==> src/include/cdb_pkg.sv <==
package cdb_pkg;
   localparam int unsigned DATA_W   = 8;
   localparam logic [7:0]  ONE_8    = 8'h01;
   localparam logic [3:0]  BCD_LIM  = 4'h9;
   localparam logic [7:0]  ADJ_LO   = 8'h06;
   localparam logic [7:0]  ADJ_HI   = 8'h60;
   localparam logic        DEST_ACC = 1'b0;
   localparam logic        DEST_REG = 1'b1;

   // operation select
   typedef enum logic [2:0] {
      CDB_OP_NONE = 3'h0,
      compare_reg_acc_op = 3'h1,
      decrement_reg_op = 3'h2,
      decimal_adjust_op = 3'h3,
      decrement_skip_zero_op = 3'h4
   } cdb_op_t;

   // skip sequencer states
   typedef enum logic [1:0] {
      CDB_ST_RUN  = 2'b00,
      CDB_ST_SKIP = 2'b01
   } cdb_state_t;
endpackage : cdb_pkg

==> src/rtl/cdb_alu.sv <==
`timescale 1ns/1ps
`default_nettype none
module cdb_alu
   import cdb_pkg::*;
#(
   parameter int unsigned W = DATA_W
) (
   input  wire logic         clk,
   input  wire logic         rst,
   input  wire logic         op_valid,
   input  wire cdb_op_t      op,
   input  wire logic         dest,
   input  wire logic [W-1:0] reg_data,
   input  wire logic [W-1:0] accumulator,
   input  wire logic         carry_in,
   input  wire logic         half_carry_in,
   output logic              op_ready,
   output logic [W-1:0]      result,
   output logic              acc_we,
   output logic              reg_we,
   output logic              zero_we,
   output logic              zero_flag,
   output logic              carry_we,
   output logic              carry_flag,
   output logic              skip_next
);
   cdb_state_t state;
   cdb_state_t next_state;

   // operation decode, gated off while a skip slot runs
   wire logic take     = op_valid & (state == CDB_ST_RUN);
   wire logic is_cmp   = take & (op == compare_reg_acc_op);
   wire logic is_dec   = take & (op == decrement_reg_op);
   wire logic is_dsz   = take & (op == decrement_skip_zero_op);
   wire logic is_daa   = take & (op == decimal_adjust_op);
   wire logic any_dec  = is_dec | is_dsz;

   wire logic [W:0]   cmp_sum  = {1'b0, reg_data} + {1'b0, ~accumulator} + {{W{1'b0}}, 1'b1};
   wire logic [W-1:0] cmp_diff = cmp_sum[W-1:0];
   wire logic         cmp_c    = cmp_sum[W];
   wire logic         cmp_z    = (cmp_diff == '0);

   wire logic [W-1:0] dec_val  = reg_data - W'(ONE_8);
   wire logic         dec_z    = (dec_val == '0);

   wire logic         lo_fix   = half_carry_in | (accumulator[3:0] > BCD_LIM);
   wire logic [W-1:0] acc_lo   = accumulator + (lo_fix ? W'(ADJ_LO) : '0);
   wire logic         hi_fix   = carry_in | (accumulator > 8'h99);
   wire logic [W:0]   daa_sum  = {1'b0, acc_lo} + {1'b0, (hi_fix ? W'(ADJ_HI) : '0)};
   wire logic         daa_c    = hi_fix | daa_sum[W];

   // result select
   wire logic [W-1:0] sel_data = any_dec ? dec_val : (is_daa ? daa_sum[W-1:0] : cmp_diff);
   wire logic sel_acc = (any_dec & (dest == DEST_ACC)) | is_daa;
   wire logic sel_reg = any_dec & (dest == DEST_REG);
   wire logic sel_zwe = is_cmp | any_dec;
   wire logic sel_z   = is_cmp ? cmp_z : dec_z;
   wire logic sel_cwe = is_cmp | is_daa;
   wire logic sel_c   = is_cmp ? cmp_c : daa_c;

   // skip when a decrement_skip_zero_op result is zero
   wire logic skip_now = is_dsz & dec_z;

   // extra nop cycle on a taken skip
   always_comb begin
      next_state = state;
      case (state)
         CDB_ST_RUN:  next_state = skip_now ? CDB_ST_SKIP : CDB_ST_RUN;
         CDB_ST_SKIP: next_state = CDB_ST_RUN;
         default:     next_state = CDB_ST_RUN;
      endcase
   end

   // sequencer state and skip request register
   always_ff @(posedge clk) begin
      if (rst) begin
         state     <= CDB_ST_RUN;
         skip_next <= 1'b0;
      end else begin
         state     <= next_state;
         skip_next <= skip_now;
      end
   end

   assign op_ready = (state == CDB_ST_RUN);

   cdb_result_reg #(
      .W (W)
   ) u_res (
      .clk         (clk),
      .rst         (rst),
      .load        (take),
      .next_data   (sel_data),
      .next_acc_we (sel_acc),
      .next_reg_we (sel_reg),
      .next_z_we   (sel_zwe),
      .next_z      (sel_z),
      .next_c_we   (sel_cwe),
      .next_c      (sel_c),
      .data        (result),
      .acc_we      (acc_we),
      .reg_we      (reg_we),
      .z_we        (zero_we),
      .z           (zero_flag),
      .c_we        (carry_we),
      .c           (carry_flag)
   );
endmodule : cdb_alu
`default_nettype wire

==> src/rtl/cdb_result_reg.sv <==
`timescale 1ns/1ps
`default_nettype none
// registered result and flag outputs
module cdb_result_reg #(
   parameter int unsigned W = 8
) (
   input  wire logic         clk,
   input  wire logic         rst,
   input  wire logic         load,
   input  wire logic [W-1:0] next_data,
   input  wire logic         next_acc_we,
   input  wire logic         next_reg_we,
   input  wire logic         next_z_we,
   input  wire logic         next_z,
   input  wire logic         next_c_we,
   input  wire logic         next_c,
   output logic [W-1:0]      data,
   output logic              acc_we,
   output logic              reg_we,
   output logic              z_we,
   output logic              z,
   output logic              c_we,
   output logic              c
);
   // strobes last one cycle, data and flags hold
   always_ff @(posedge clk) begin
      if (rst) begin
         data   <= '0;
         acc_we <= 1'b0;
         reg_we <= 1'b0;
         z_we   <= 1'b0;
         z      <= 1'b0;
         c_we   <= 1'b0;
         c      <= 1'b0;
      end else begin
         acc_we <= load & next_acc_we;
         reg_we <= load & next_reg_we;
         z_we   <= load & next_z_we;
         c_we   <= load & next_c_we;
         if (load) begin
            data <= next_data;
         end
         // a flag moves only when its own write strobe is raised
         if (load & next_z_we) begin
            z <= next_z;
         end
         if (load & next_c_we) begin
            c <= next_c;
         end
      end
   end
endmodule : cdb_result_reg
`default_nettype wire

==> config.mk <==
export PLATFORM = sky130hd
export DESIGN_NAME = cdb_alu
export DESIGN_NICKNAME = d
export VERILOG_FILES = /design/src/include/cdb_pkg.sv /design/src/rtl/cdb_alu.sv /design/src/rtl/cdb_result_reg.sv
export SDC_FILE = /design/constraint.sdc
export NUM_CORES = 1
export LEC_CHECK = 0
export ABC_AREA = 1
export BUFFER_PORTS_ARGS = -buffer_cell sky130_fd_sc_hd__buf_4
export CAP_MARGIN = 5
export CELL_PAD_IN_SITES_DETAIL_PLACEMENT = 1
export CELL_PAD_IN_SITES_GLOBAL_PLACEMENT = 2
export CORE_ASPECT_RATIO = 1.2
export CORE_UTILIZATION = 28
export DETAILED_ROUTE_END_ITERATION = 8
export PLACE_DENSITY = 0.87
export SLEW_MARGIN = 20
export SYNTH_ARGS = -nofsm -noshare
export SYNTH_HDL_FRONTEND = slang
export SYNTH_SLANG_ARGS = --single-unit
==> constraint.sdc <==
create_clock -name clk -period 3.8 [get_ports clk]
set_clock_uncertainty 0.2 [all_clocks]
set_input_delay 0.57 -clock clk [delete_from_list [all_inputs] [get_ports clk]]
set_output_delay 0.57 -clock clk [all_outputs]
set_load 0.01 [all_outputs]
After elaboration in Yosys (flattened, before gate mapping)
Index checks and enable logic that the tools add are counted.

Output and inout port bits: 16. Logic and storage cells: 53. Memory bits (writable): 0. Latch bits: 0. Register bits after elaboration: 17. ROM bits: 0. Memories: 0.

Bitwise operators: 22. Reduce and logical (&&, ||, !) cells: 4. Div/mod/pow operators: 0. $mul: 0. Equality and inequality tests: 4. Muxes and demuxes: 7. Magnitude comparators: 2. Shifts and indexed selects: 0. $add $sub $neg: 5.

Operators by type and width (count): $logic_not 8->1 (2); $mux 8 (2); $and 1x1->1 (12); $add 8x7->9 (1); $add 8x8->9 (1); $add 9x1->9 const B (1); $add 8x3->8 (1); $gt 8x8->1 const B (1); $not 8->8 (1); $sub 8x1->8 const B (1); $mux 7 (1); $or 1x1->1 (7); $eq 3x2->1 const B (2); $gt 4x4->1 const B (1); $eq 3x1->1 const B (1); $eq 3x3->1 const B (1); $mux 1 (3); $mux 3 (1); $logic_not 2->1 (1); $not 1->1 (2); $reduce_or 2->1 (1).

Logic depth before layout (Yosys ltp)
Gate-level depths: netlist of run 1.

Word-level depth: 7. Gate-level depth with buffers: 20. Depth with buffers taken out: 20.

Hierarchy
From an unflattened synthesis of run 1, not the netlist that was laid out.

Cell total of the unflattened synthesis: 286. Area, all modules: 1730.4 um2.

Modules (own cells, without submodules): cdb_alu (cells each 227, area each 1263.7 um2, sequential area each 40.0 um2, instances 1); cdb_result_reg (cells each 59, area each 466.7 um2, sequential area each 280.3 um2, instances 1).

Worst setup path after synthesis of run 1
OpenSTA, ideal clock, no wires.

Path kind: input to register. From: input port accumulator[2]. To: register u_res.data[7]. Arrival time: 2825 ps. Setup time: 122 ps. Slack: 653 ps. Stages: 17. Buffers on the path: 0. Cells stage by stage: o21ai_0 inv_1 nor2_1 inv_1 ha_1 nand2_1 inv_1 o21ai_0 or2_2 nor2_1 xor2_1 fa_1 xor2_1 xor2_1 nand2_1 nand3_2 a21oi_2.

Word-level cells in the longest chain between the ends: 7.

RTL lines: start: declaration (line cdb_alu.sv:14) `input wire logic [W-1:0] accumulator,`; $gt 4x4->1 (line cdb_alu.sv:46) `wire logic lo_fix = half_carry_in | (accumulator[3:0] > BCD_LIM);`; $or 1x1->1 (line cdb_alu.sv:46); $mux 3 (line cdb_alu.sv:47) `wire logic [W-1:0] acc_lo = accumulator + (lo_fix ? W'(ADJ_LO) : '0);`; $add 8x3->8 (line cdb_alu.sv:47); $add 8x7->9 (line cdb_alu.sv:49) `wire logic [W:0] daa_sum = {1'b0, acc_lo} + {1'b0, (hi_fix ? W'(ADJ_HI) : '0)};`; $mux 8 (*) (2 in series) (line cdb_alu.sv:53) `wire logic [W-1:0] sel_data = any_dec ? dec_val : (is_daa ? daa_sum[W-1:0] : cmp_diff);`; end signal: assignment (line cdb_result_reg.sv:41) `data <= next_data;`; end: declaration (line cdb_result_reg.sv:17) `output logic [W-1:0] data,`.

Every way passes the cells marked *; elsewhere a longest branch is shown, timed or not. A chain may end at the register's enable or synchronous reset.

Worst setup path after layout of run 1
Same ends and word-level chain as after synthesis.

==> metrics.md, run 1 <==
| Metric | Value |
|---|---|
| Tot GR Track Use | `0.1719` |
| Critical path data arrival time | `3.21 ns` |
| VDD IR-drop max | `a little under 0.09 mV` |
| IO Count | `41` |
| DRC | `0` |
| Critical path startpoint category | `primary input` |
| Max-slew violations | `0` |
| TNS Setup | `0 ns` |
| Clock root buffer | `clkbuf_8` |
| Clock slew at reported path FFs | `roughly 0.06 ns` |
| Setup ws final | `approximately 0.58 ns` |
| Worst skew pair latency | `between 0.2 and 0.3 ns` |
| # hold bufs at CTS | `0` |
| RD Place Congestion | `approximately 0.84` |
| Reg2Reg Setup Slack | `around 2.0 ns` |
| Post-route cell area | `2153 sq um` |
| Most frequent cells in the layout | `nand2_1 (74), inv_1 (40), buf_4 (40), nand3_1 (26), nor2_1 (25)` |
| Placed cell area | `2098 sq um` |
| Sequential area share after synthesis | `0.1856` |
| Met3 WL | `between 100 and 150 um` |
| Top cells by area, synth | `dfxtp_1 (19%), nand2_1 (16%), ha_1 (9.4%), inv_1 (8.7%), nand3_1 (7.5%)` |
| Via/cell ratio | `roughly 4.7` |
| Largest net degree at the start of global routing | `16` |
| Met1 Wirelength | `around 2300 um` |
| Yosys cell types | `35` |
| Core Area | `roughly 5800 sq um` |
| Final wirelength | `a little over 5000 um` |
| Crit end category | `register` |
| TritonCTS clock tree | `built` |
| Status | `finished, final reports clean` |
| Max_cap viols | `0` |
| First-pass GRT wire length | `8528 um` |
| Vias in the first global route | `approximately 1900` |
| Post-route ant nets | `0` |
| DRT iter0 DRCs | `49` |
| DR WL met2 | `2625 um` |
| Top layer in use | `met4` |
| Non-filler instance count after layout | `between 300 and 400` |
| Hold Fails Final Rpt | `0` |
| Area Overhead vs Synth | `24.80%` |
| Initial Util | `0.2985` |
| Setup violators final | `0` |
| Nets | `between 300 and 400` |
| Biggest area consumer among synthesized cells | `dfxtp_1` |
| Pre-antenna DRT Iters | `4` |
| Util after Layout | `0.3725` |
| Unrepaired setup endpoints after global routing | `no` |
| Placed cell count | `391` |
| Max Buffers Root-to-Sink | `2` |
| DR WL/cell | `roughly 13 um` |
| Final Cycle Share | `0.8472` |
| WP data required | `around 3.8 ns` |
| Hold WC Path Type | `reg2reg` |
| Die Y-Extent | `87.99 um` |
| Ys Warns | `0` |
| FF+latch area | `about 320 sq um` |
| Commonest non-fill, non-tap cell in the layout | `nand2_1` |
| Post_cts resized | `0` |
| Power, Total | `approximately 0.56 mW` |
| Grt ovf | `0` |
| Ant diodes | `0` |
| Synth Register Bits | `16` |
| Syn_nets | `approximately 320` |
| Die Area | `6481 sq um` |
| Cell Pwr Density | `between 200 and 300 nW/um^2` |
| Chip Width | `73.66 um` |
| Mapped Cells | `between 200 and 300` |
| Synth top area share | `0.1856` |
| Num rows | `30` |
| Mapped Area | `between 1500 and 2000 sq um` |
| Layout cells sized above 1 | `0.2317` |
| Slew at the pin closest to its max-slew limit | `a little under 0.4 ns` |
| Dpl hpwl | `4422 um` |
| Relative slew slack | `0.7382` |
| P_leak | `approximately 1.1 nW` |
| Hold_ws | `approximately 0.27 ns` |
| Clock Sink Count | `16` |
| Post-CTS Repair Setup Buffers | `0` |
| FILL cells | `approximately 800` |
| CP Class | `in2reg` |
| # port buffers | `40` |
| Initial antenna violation count | `0` |
| Maximum achievable frequency | `310.6 MHz` |
| Crit Path Max Fanout | `3` |
| H-tree depth | `1` |
| Pre-CTS WS | `just under 0.3 ns` |
| Minimum clock period | `around 3.2 ns` |
| Total number of vias | `1842` |
| Avg Inst Size Synth | `approximately 6.3 sq um` |
| Multi-input logic area | `about 1200 sq um` |
| Number of buffers created by CTS | `3` |
## per-layer routing
layer  vias to the layer above  GRT usage
li1                        958          -
met1                       849     0.2144
met2                        30     0.3178
met3                         5   0.006904
met4                         0    0.04720
met5                         -          0
## worst paths after layout
path,end,depth (start not counted),from
max,u_res.data[7],18,accumulator[2]
min,u_res.c,2,u_res.c
max reg2reg,u_res.data[6],8,state[0]
min reg2reg,u_res.c,2,u_res.c
## cells by family (layout without fill, tap and decap cells)
family / after synthesis / in the layout / synth area share
compound gates: 36 / 36 / 0.1342
buf+inv: 52 / 93 / 0.1233
simple gates: 149 / 149 / 0.4025
xor+xnor: 5 / 5 / 0.02538
fa+ha+maj: 16 / 16 / 0.1291
flops: 16 / 16 / 0.1856
## power breakdown
group	internal, mW	switching (mW)
clock	0.0921	0.0609
combinational	0.0931	0.134
sequential	0.178	0.00517
## worst max-delay path, cell delays in order
cell and delay, ns:
buf_4 0.12, o21ai_0 0.19, inv_1 0.06, nor2_1 0.18, inv_1 0.09, ha_1 0.28, nand2_1 0.05, inv_1 0.04
o21ai_0 0.09, or2_2 0.31, nor2_1 0.12, xor2_1 0.10, fa_1 0.41, xor2_1 0.18, xor2_1 0.16, nand2_1 0.07
nand3_2 0.08, a21oi_2 0.12
## layout make-up
class	instances	share of cell area
Multi-Input combinational cell	206	0.5537
Sequential cell	16	0.1488
Timing Repair Buffer	40	0.1395
Inverter	49	0.08600
Tap cell	80	0.04648
Clock buffer	4	0.02557
## sequential cells by signal, summed over array words and instances, names as in the netlist
register	cells
skip_next	1
state	1
u_res.acc_we	1
u_res.c	1
u_res.c_we	1
u_res.data	8
u_res.reg_we	1
u_res.z	1
u_res.z_we	1
## synth_stat cells
library cell and n:
dfxtp_1 16, o211ai_2 3, nor2_4 2, a31oi_1 3, xnor2_1 1, inv_2 7
nand4_1 4, a21o_1 1, nand2_2 4, buf_6 2, a21oi_1 10, nand3_2 5
o21ai_0 13, buf_2 1, a21oi_2 2, inv_1 40, clkinv_2 1, a31oi_2 1
xor2_1 4, o211ai_1 1, nand2_4 1, clkinv_1 1, nor3_4 1, or2_1 1
and2_1 1, nor2_2 1, or2_2 1, o21a_1 2, nor2_1 25, nand3b_1 1
ha_1 13, fa_1 3, nand2_1 74, nor3_1 2, nand3_1 26
Note: power is estimated with default switching activity, not from simulation.
==> run 2, diff against run 1 <==
--- a/config.mk
+++ b/config.mk
@@ -11,9 +11,9 @@
 export CELL_PAD_IN_SITES_DETAIL_PLACEMENT = 1
 export CELL_PAD_IN_SITES_GLOBAL_PLACEMENT = 2
 export CORE_ASPECT_RATIO = 1.2
-export CORE_UTILIZATION = 28
+export CORE_UTILIZATION = 25
 export DETAILED_ROUTE_END_ITERATION = 8
-export PLACE_DENSITY = 0.87
+export PLACE_DENSITY = 0.82
 export SLEW_MARGIN = 20
 export SYNTH_ARGS = -nofsm -noshare
 export SYNTH_HDL_FRONTEND = slang
==> constraint.sdc (replaced) <==
create_clock -name clk -period 2.7 [get_ports clk]
set_clock_uncertainty 0.2 [all_clocks]
set_input_delay 0.405 -clock clk [delete_from_list [all_inputs] [get_ports clk]]
set_output_delay 0.405 -clock clk [all_outputs]
set_load 0.01 [all_outputs]
==> metrics.md, run 2 (same netlist as run 1, synthesis figures left out) <==
| Metric | Value |
|---|---|
| DRT iter0 DRCs | `59 (was 49)` |
| RD Place Congestion | `0.8180 (was 0.8360)` |
| Cell Pwr Density | `352.3 nW/um^2 (was 262.0 nW/um^2)` |
| Vias in the first global route | `1994 (was 1851)` |
| Max-slew violations | `0 (unchanged)` |
| Max Buffers Root-to-Sink | `2 (unchanged)` |
| First-pass GRT wire length | `9108 um (was 8528 um)` |
| Minimum clock period | `around 2.7 ns` |
| Total number of vias | `1895 (was 1842)` |
| R2R Path Start | `state[0] (unchanged)` |
| Crit end category | `register (unchanged)` |
| Worst r2r dst | `u_res.data[6] (unchanged)` |
| Dpl hpwl | `4473 um (was 4422 um)` |
| Largest Register | `u_res.data (unchanged)` |
| Setup violators final | `1 (was 0)` |
| Initial antenna violation count | `0 (unchanged)` |
| Failing checks | `negative setup slack` |
| CP Class | `in2reg (unchanged)` |
| Status | `finished with violations (was finished, final reports clean)` |
| DRC | `0 (unchanged)` |
| Util after Layout | `0.3531 (was 0.3725)` |
| Die Area | `7239 sq um (was 6481 sq um)` |
| Critical path data arrival time | `2.70 ns (was 3.21 ns)` |
| Largest register FFs | `8 (unchanged)` |
| Grt ovf | `0 (unchanged)` |
| FF-to-FF path depth | `8 (unchanged)` |
| WP data required | `2.68 ns (was 3.80 ns)` |
| Pre-CTS WS | `-0.4181 ns (was 0.2961 ns)` |
| Crit Path Max Fanout | `2 (was 3)` |
| Num rows | `32 (was 30)` |
| Clock Sink Count | `16 (unchanged)` |
| Crit. Startpoint | `accumulator[1] (was accumulator[2])` |
| Relative slew slack | `0.7272 (was 0.7382)` |
| Setup ws final | `-0.01873 ns (was 0.5808 ns)` |
| Post-route ant nets | `0 (unchanged)` |
| Unrepaired setup endpoints after global routing | `yes (was no)` |
| Final Cycle Share | `1.007` |
| Clock root buffer | `clkbuf_8 (unchanged)` |
| P_leak | `1.219 nW (was 1.146 nW)` |
| Final wirelength | `5278 um (was 5115 um)` |
| TNS Setup | `-0.01873 ns (was 0 ns)` |
| Largest net degree at the start of global routing | `16 (unchanged)` |
| Maximum achievable frequency | `~370 MHz` |
| Post-route cell area | `2318 sq um (was 2153 sq um)` |
| Non-filler instance count after layout | `414 (was 395)` |
| Area Overhead vs Synth | `34.37% (was 24.80%)` |
| Via/cell ratio | `4.577 (was 4.663)` |
| Tot GR Track Use | `0.1584 (was 0.1719)` |
| H-tree depth | `1 (unchanged)` |
| Layout cells sized above 1 | `0.3040 (was 0.2317)` |
| Most frequent cells in the layout | `nand2_1 (74), buf_4 (51), inv_1 (37), nand3_1 (25), nor2_1 (22) (was nand2_1 (74), inv_1 (40), buf_4 (40), nand3_1 (26), nor2_1 (25))` |
| Core Area | `6566 sq um (was 5781 sq um)` |
| Commonest non-fill, non-tap cell in the layout | `nand2_1 (unchanged)` |
| Ant diodes | `0 (unchanged)` |
| Reg2Reg Setup Slack | `0.89 ns (was 1.95 ns)` |
| Placed cell count | `405 (was 391)` |
| Clock slew at reported path FFs | `0.06 ns (about the same)` |
| Chip Width | `77.84 um (was 73.66 um)` |
| IO Count | `41 (unchanged)` |
| Hold Fails Final Rpt | `0 (unchanged)` |
| Die Y-Extent | `93.01 um (was 87.99 um)` |
| Number of buffers created by CTS | `3 (unchanged)` |
| Max_cap viols | `0 (unchanged)` |
| Crit path capture | `u_res.data[7] (unchanged)` |
| Nets | `371 (was 357)` |
| Critical path startpoint category | `primary input (unchanged)` |
| DR WL/cell | `12.75 um (was 12.95 um)` |
| Power, Total | `0.8168 mW (was 0.5641 mW)` |
| Hold WC Path Type | `in2reg (was reg2reg)` |
| # port buffers | `40 (unchanged)` |
| VDD IR-drop max | `0.1915 mV (was 0.08873 mV)` |
| Initial Util | `0.2628 (was 0.2985)` |
| Pre-antenna DRT Iters | `4 (unchanged)` |
| Hold_ws | `0.1715 ns (was 0.2684 ns)` |
| Slew at the pin closest to its max-slew limit | `0.4077 ns (was 0.3913 ns)` |
| Worst skew pair latency | `0.24 ns (was 0.25 ns)` |
| Placed cell area | `2188 sq um (was 2098 sq um)` |
| TritonCTS clock tree | `built (unchanged)` |
[run 2: changes by cell type in the layout (fill, tap and decap cells not counted), moves of 3 or more]
cell,before,now
nor2_2,1,4
buf_4,40,51
inv_2,7,10
nor2_1,25,22
buf_6,0,3
inv_1,40,37
[run 2: worst max-delay path, cell delays in order]
cell,delay (ns)
buf_6,0.07
o21ai_2,0.05
inv_1,0.06
nor2_2,0.04
inv_2,0.07
ha_4,0.14
inv_2,0.04
fa_2,0.34
inv_2,0.06
nand3_2,0.07
nor2_2,0.12
inv_1,0.05
nand2_1,0.06
inv_1,0.04
ha_2,0.16
fa_2,0.33
xor2_1,0.15
xor2_1,0.16
nand2_1,0.08
nand3_2,0.07
a21oi_2,0.12
[run 2: cell type report]
| cell class | count | area (sq um) |
|---|---|---|
| fillers | 872 | 4248 |
| flip-flops and latches | 16 | 320.3 |
| repair buffers | 54 | 416.7 |
| inverters | 49 | 185.2 |
| multi-input cells | 206 | 1235 |
| well taps | 85 | 106.4 |
| clock buffers | 4 | 55.05 |
[run 2: power by group]
part | switching [mW] | internal [mW] | leakage (nW)
Combinational | 0.200 | 0.150 | 1.06
Clock | 0.0802 | 0.129 | 0.0288
Sequential | 0.00658 | 0.251 | 0.131
[run 2: repair_timing]
action / 4_1_cts / 5_1_grt
gates resized for setup: 12 / 1
pin swaps: 10 / 7
buffers inserted: 4 / 1
hold buffers: 0 / 0
setup endpoints to repair: 2 / 2
[run 2: worst min-delay path by stage]
stage | from | to | cells past startpoint
2_1_floorplan | rst | u_res.c | 1
3_3_place_gp | u_res.data[5] | u_res.data[5] | 2
3_5_place_dp | u_res.data[6] | u_res.data[6] | 2
4_1_cts | rst | u_res.data[6] | 2
5_1_grt | rst | u_res.c | 2
6_report | rst | u_res.data[5] | 2
[run 2: layer usage]
metal | global-route usage | vias up | share of wire
met5 | 0 | - | 0
met4 | 0.04874 | 0 | 0.018
met2 | 0.3097 | 29 | 0.53
li1 | - | 988 | -
met3 | 0.008780 | 8 | 0.022
met1 | 0.1812 | 870 | 0.43
==> run 3, diff against run 2 <==
--- a/config.mk
+++ b/config.mk
@@ -14,6 +14,7 @@
 export CORE_UTILIZATION = 25
 export DETAILED_ROUTE_END_ITERATION = 8
 export PLACE_DENSITY = 0.82
+export REMOVE_ABC_BUFFERS = 1
 export SLEW_MARGIN = 20
 export SYNTH_ARGS = -nofsm -noshare
 export SYNTH_HDL_FRONTEND = slang
==> metrics.md, run 3 (same netlist as run 1, synthesis figures left out) <==
| Metric | Value |
|---|---|
| FF-to-FF path depth | `8 (unchanged)` |
| Setup violators final | `1 (unchanged)` |
| Minimum clock period | `2.716 ns (was 2.719 ns)` |
| Reg2Reg Setup Slack | `0.91 ns (was 0.89 ns)` |
| Commonest non-fill, non-tap cell in the layout | `nand2_1 (unchanged)` |
| Crit. Startpoint | `accumulator[2] (was accumulator[1])` |
| Initial antenna violation count | `0 (unchanged)` |
| Grt ovf | `0 (unchanged)` |
| Crit path capture | `u_res.data[7] (unchanged)` |
| TritonCTS clock tree | `built (unchanged)` |
| Hold WC Path Type | `in2reg (unchanged)` |
| Chip Width | `77.84 um (unchanged)` |
| DRC | `0 (unchanged)` |
| Non-filler instance count after layout | `414 (unchanged)` |
| Critical path data arrival time | `2.70 ns (about the same)` |
| Crit Path Max Fanout | `2 (unchanged)` |
| Cell Pwr Density | `334.7 nW/um^2 (was 352.3 nW/um^2)` |
| WP data required | `2.68 ns (about the same)` |
| Multi-input logic area | `1300 sq um (was 1235 sq um)` |
| FILL cells | `876 (was 872)` |
| VDD IR-drop max | `0.2401 mV (was 0.1915 mV)` |
| Die Y-Extent | `93.01 um (unchanged)` |
| Initial Util | `0.2628 (unchanged)` |
| Slew at the pin closest to its max-slew limit | `0.3806 ns (was 0.4077 ns)` |
| Post-route cell area | `2381 sq um (was 2318 sq um)` |
| DRT iter0 DRCs | `43 (was 59)` |
| Total number of vias | `1873 (was 1895)` |
| H-tree depth | `1 (unchanged)` |
| FF+latch area | `320.3 sq um (unchanged)` |
| Relative slew slack | `0.7454 (was 0.7272)` |
| Vias in the first global route | `2016 (was 1994)` |
| Via/cell ratio | `4.524 (was 4.577)` |
| Largest register FFs | `8 (unchanged)` |
| Clock root buffer | `clkbuf_8 (unchanged)` |
| Placed cell count | `405 (unchanged)` |
| Status | `finished with violations (unchanged)` |
| Largest Register | `u_res.data (unchanged)` |
| Pre-antenna DRT Iters | `4 (unchanged)` |
| P_leak | `1.222 nW (was 1.219 nW)` |
| RD Place Congestion | `0.7949 (was 0.8180)` |
| Crit end category | `register (unchanged)` |
| Nets | `372 (was 371)` |
| Max_cap viols | `0 (unchanged)` |
| CP Class | `in2reg (unchanged)` |
| Dpl hpwl | `4459 um (was 4473 um)` |
| First-pass GRT wire length | `9328 um (was 9108 um)` |
| Post-route ant nets | `0 (unchanged)` |
| Placed cell area | `2172 sq um (was 2188 sq um)` |
| Max-slew violations | `0 (unchanged)` |
| Clock Sink Count | `16 (unchanged)` |
| Clock slew at reported path FFs | `0.06 ns (about the same)` |
| Num rows | `32 (unchanged)` |
| Ant diodes | `0 (unchanged)` |
| Tot GR Track Use | `0.1627 (was 0.1584)` |
| DR WL/cell | `12.91 um (was 12.75 um)` |
| Worst skew pair latency | `0.24 ns (about the same)` |
| Die Area | `7239 sq um (unchanged)` |
| Hold Fails Final Rpt | `0 (unchanged)` |
| # port buffers | `40 (unchanged)` |
| Most frequent cells in the layout | `nand2_1 (72), buf_4 (52), inv_1 (34), nand3_1 (25), nor2_1 (22) (was nand2_1 (74), buf_4 (51), inv_1 (37), nand3_1 (25), nor2_1 (22))` |
| Setup ws final | `-0.01566 ns (was -0.01873 ns)` |
| Worst r2r dst | `u_res.data[6] (unchanged)` |
| Number of buffers created by CTS | `3 (unchanged)` |
| Final wirelength | `5345 um (was 5278 um)` |
| Maximum achievable frequency | `368.2 MHz (was 367.8 MHz)` |
| Largest net degree at the start of global routing | `16 (unchanged)` |
| Failing checks | `negative setup slack (unchanged)` |
| Max Buffers Root-to-Sink | `2 (unchanged)` |
| Unrepaired setup endpoints after global routing | `yes (unchanged)` |
| Critical path startpoint category | `primary input (unchanged)` |
| Area Overhead vs Synth | `38.00% (was 34.37%)` |
| Layout cells sized above 1 | `0.3252 (was 0.3040)` |
| Util after Layout | `0.3626 (was 0.3531)` |
| IO Count | `41 (unchanged)` |
| Core Area | `6566 sq um (unchanged)` |
| Final Cycle Share | `1.006 (was 1.007)` |
| R2R Path Start | `state[0] (unchanged)` |
## run 3: cell types whose count changed in the layout (fill, tap and decap cells not counted), sizes merged
cell,change
buf,+1
clkbuf,-1
## run 3: timing repair
action / CTS / global route
setup buffers: 4 / 2
hold buffers: 0 / 0
hold endpoints to repair: 0 / 0
gates resized for setup: 19 / 15
setup endpoints to repair: 2 / 2
pin swaps: 11 / 11
## run 3: power by group
| group | internal [mW] | switching, mW | total, mW |
|---|---|---|---|
| logic | 0.158 | 0.206 | 0.364 |
| clock network | 0.0986 | 0.0763 | 0.175 |
| registers | 0.251 | 0.00664 | 0.258 |
| total | 0.508 | 0.289 | 0.797 |
## run 3: how the worst min path moves through the flow
stage             startpoint       endpoint  cells after the start
6_report                 rst        u_res.c                      2
5_1_grt                  rst     u_res.c_we                      2
4_1_cts                  rst        u_res.c                      2
3_5_place_dp   u_res.data[5]  u_res.data[5]                      2
3_3_place_gp   u_res.data[6]  u_res.data[6]                      2
2_1_floorplan            rst        u_res.c                      1
## run 3: critical path, cell delays in order
cell	delay, ns
buf_8	0.08
o21ai_4	0.06
inv_2	0.06
nor2_4	0.03
inv_2	0.08
ha_4	0.14
inv_2	0.03
fa_2	0.34
inv_2	0.08
nand3_4	0.07
nor2_4	0.10
inv_2	0.05
nand2_2	0.07
inv_2	0.05
ha_4	0.15
fa_2	0.33
xor2_1	0.17
xor2_1	0.16
nand2_1	0.07
nand3_2	0.06
a21oi_2	0.12
## run 3: cell type report
class	instances	share of cell area
Multi-Input combinational cell	206	0.5460
Timing Repair Buffer	55	0.1797
Sequential cell	16	0.1345
Inverter	49	0.07777
Tap cell	85	0.04467
Clock buffer	3	0.01734
## run 3: per-layer routing
| metal | GRT usage | part of all wire | vias to the layer above |
|---|---|---|---|
| li1 | - | - | 981 |
| met1 | 0.1863 | 0.43 | 859 |
| met2 | 0.3237 | 0.53 | 29 |
| met3 | 0.009756 | 0.021 | 4 |
| met4 | 0.03616 | 0.011 | 0 |
| met5 | 0 | 0 | - |
## run 3: through the flow
stage               hold WS [ns]  power [mW]  setup TNS [ns]  setup WS, ns
global route              0.1839      0.8619         -0.2655       -0.1811
CTS                       0.1775      0.7902         -0.1460      -0.09159
floorplan                 0.2741      0.4662         -0.4506       -0.2922
global placement          0.2542      0.5903         -0.9209       -0.5178
finish                    0.1766      0.7969        -0.01566      -0.01566
detailed placement        0.2628      0.5972          -1.194       -0.6336
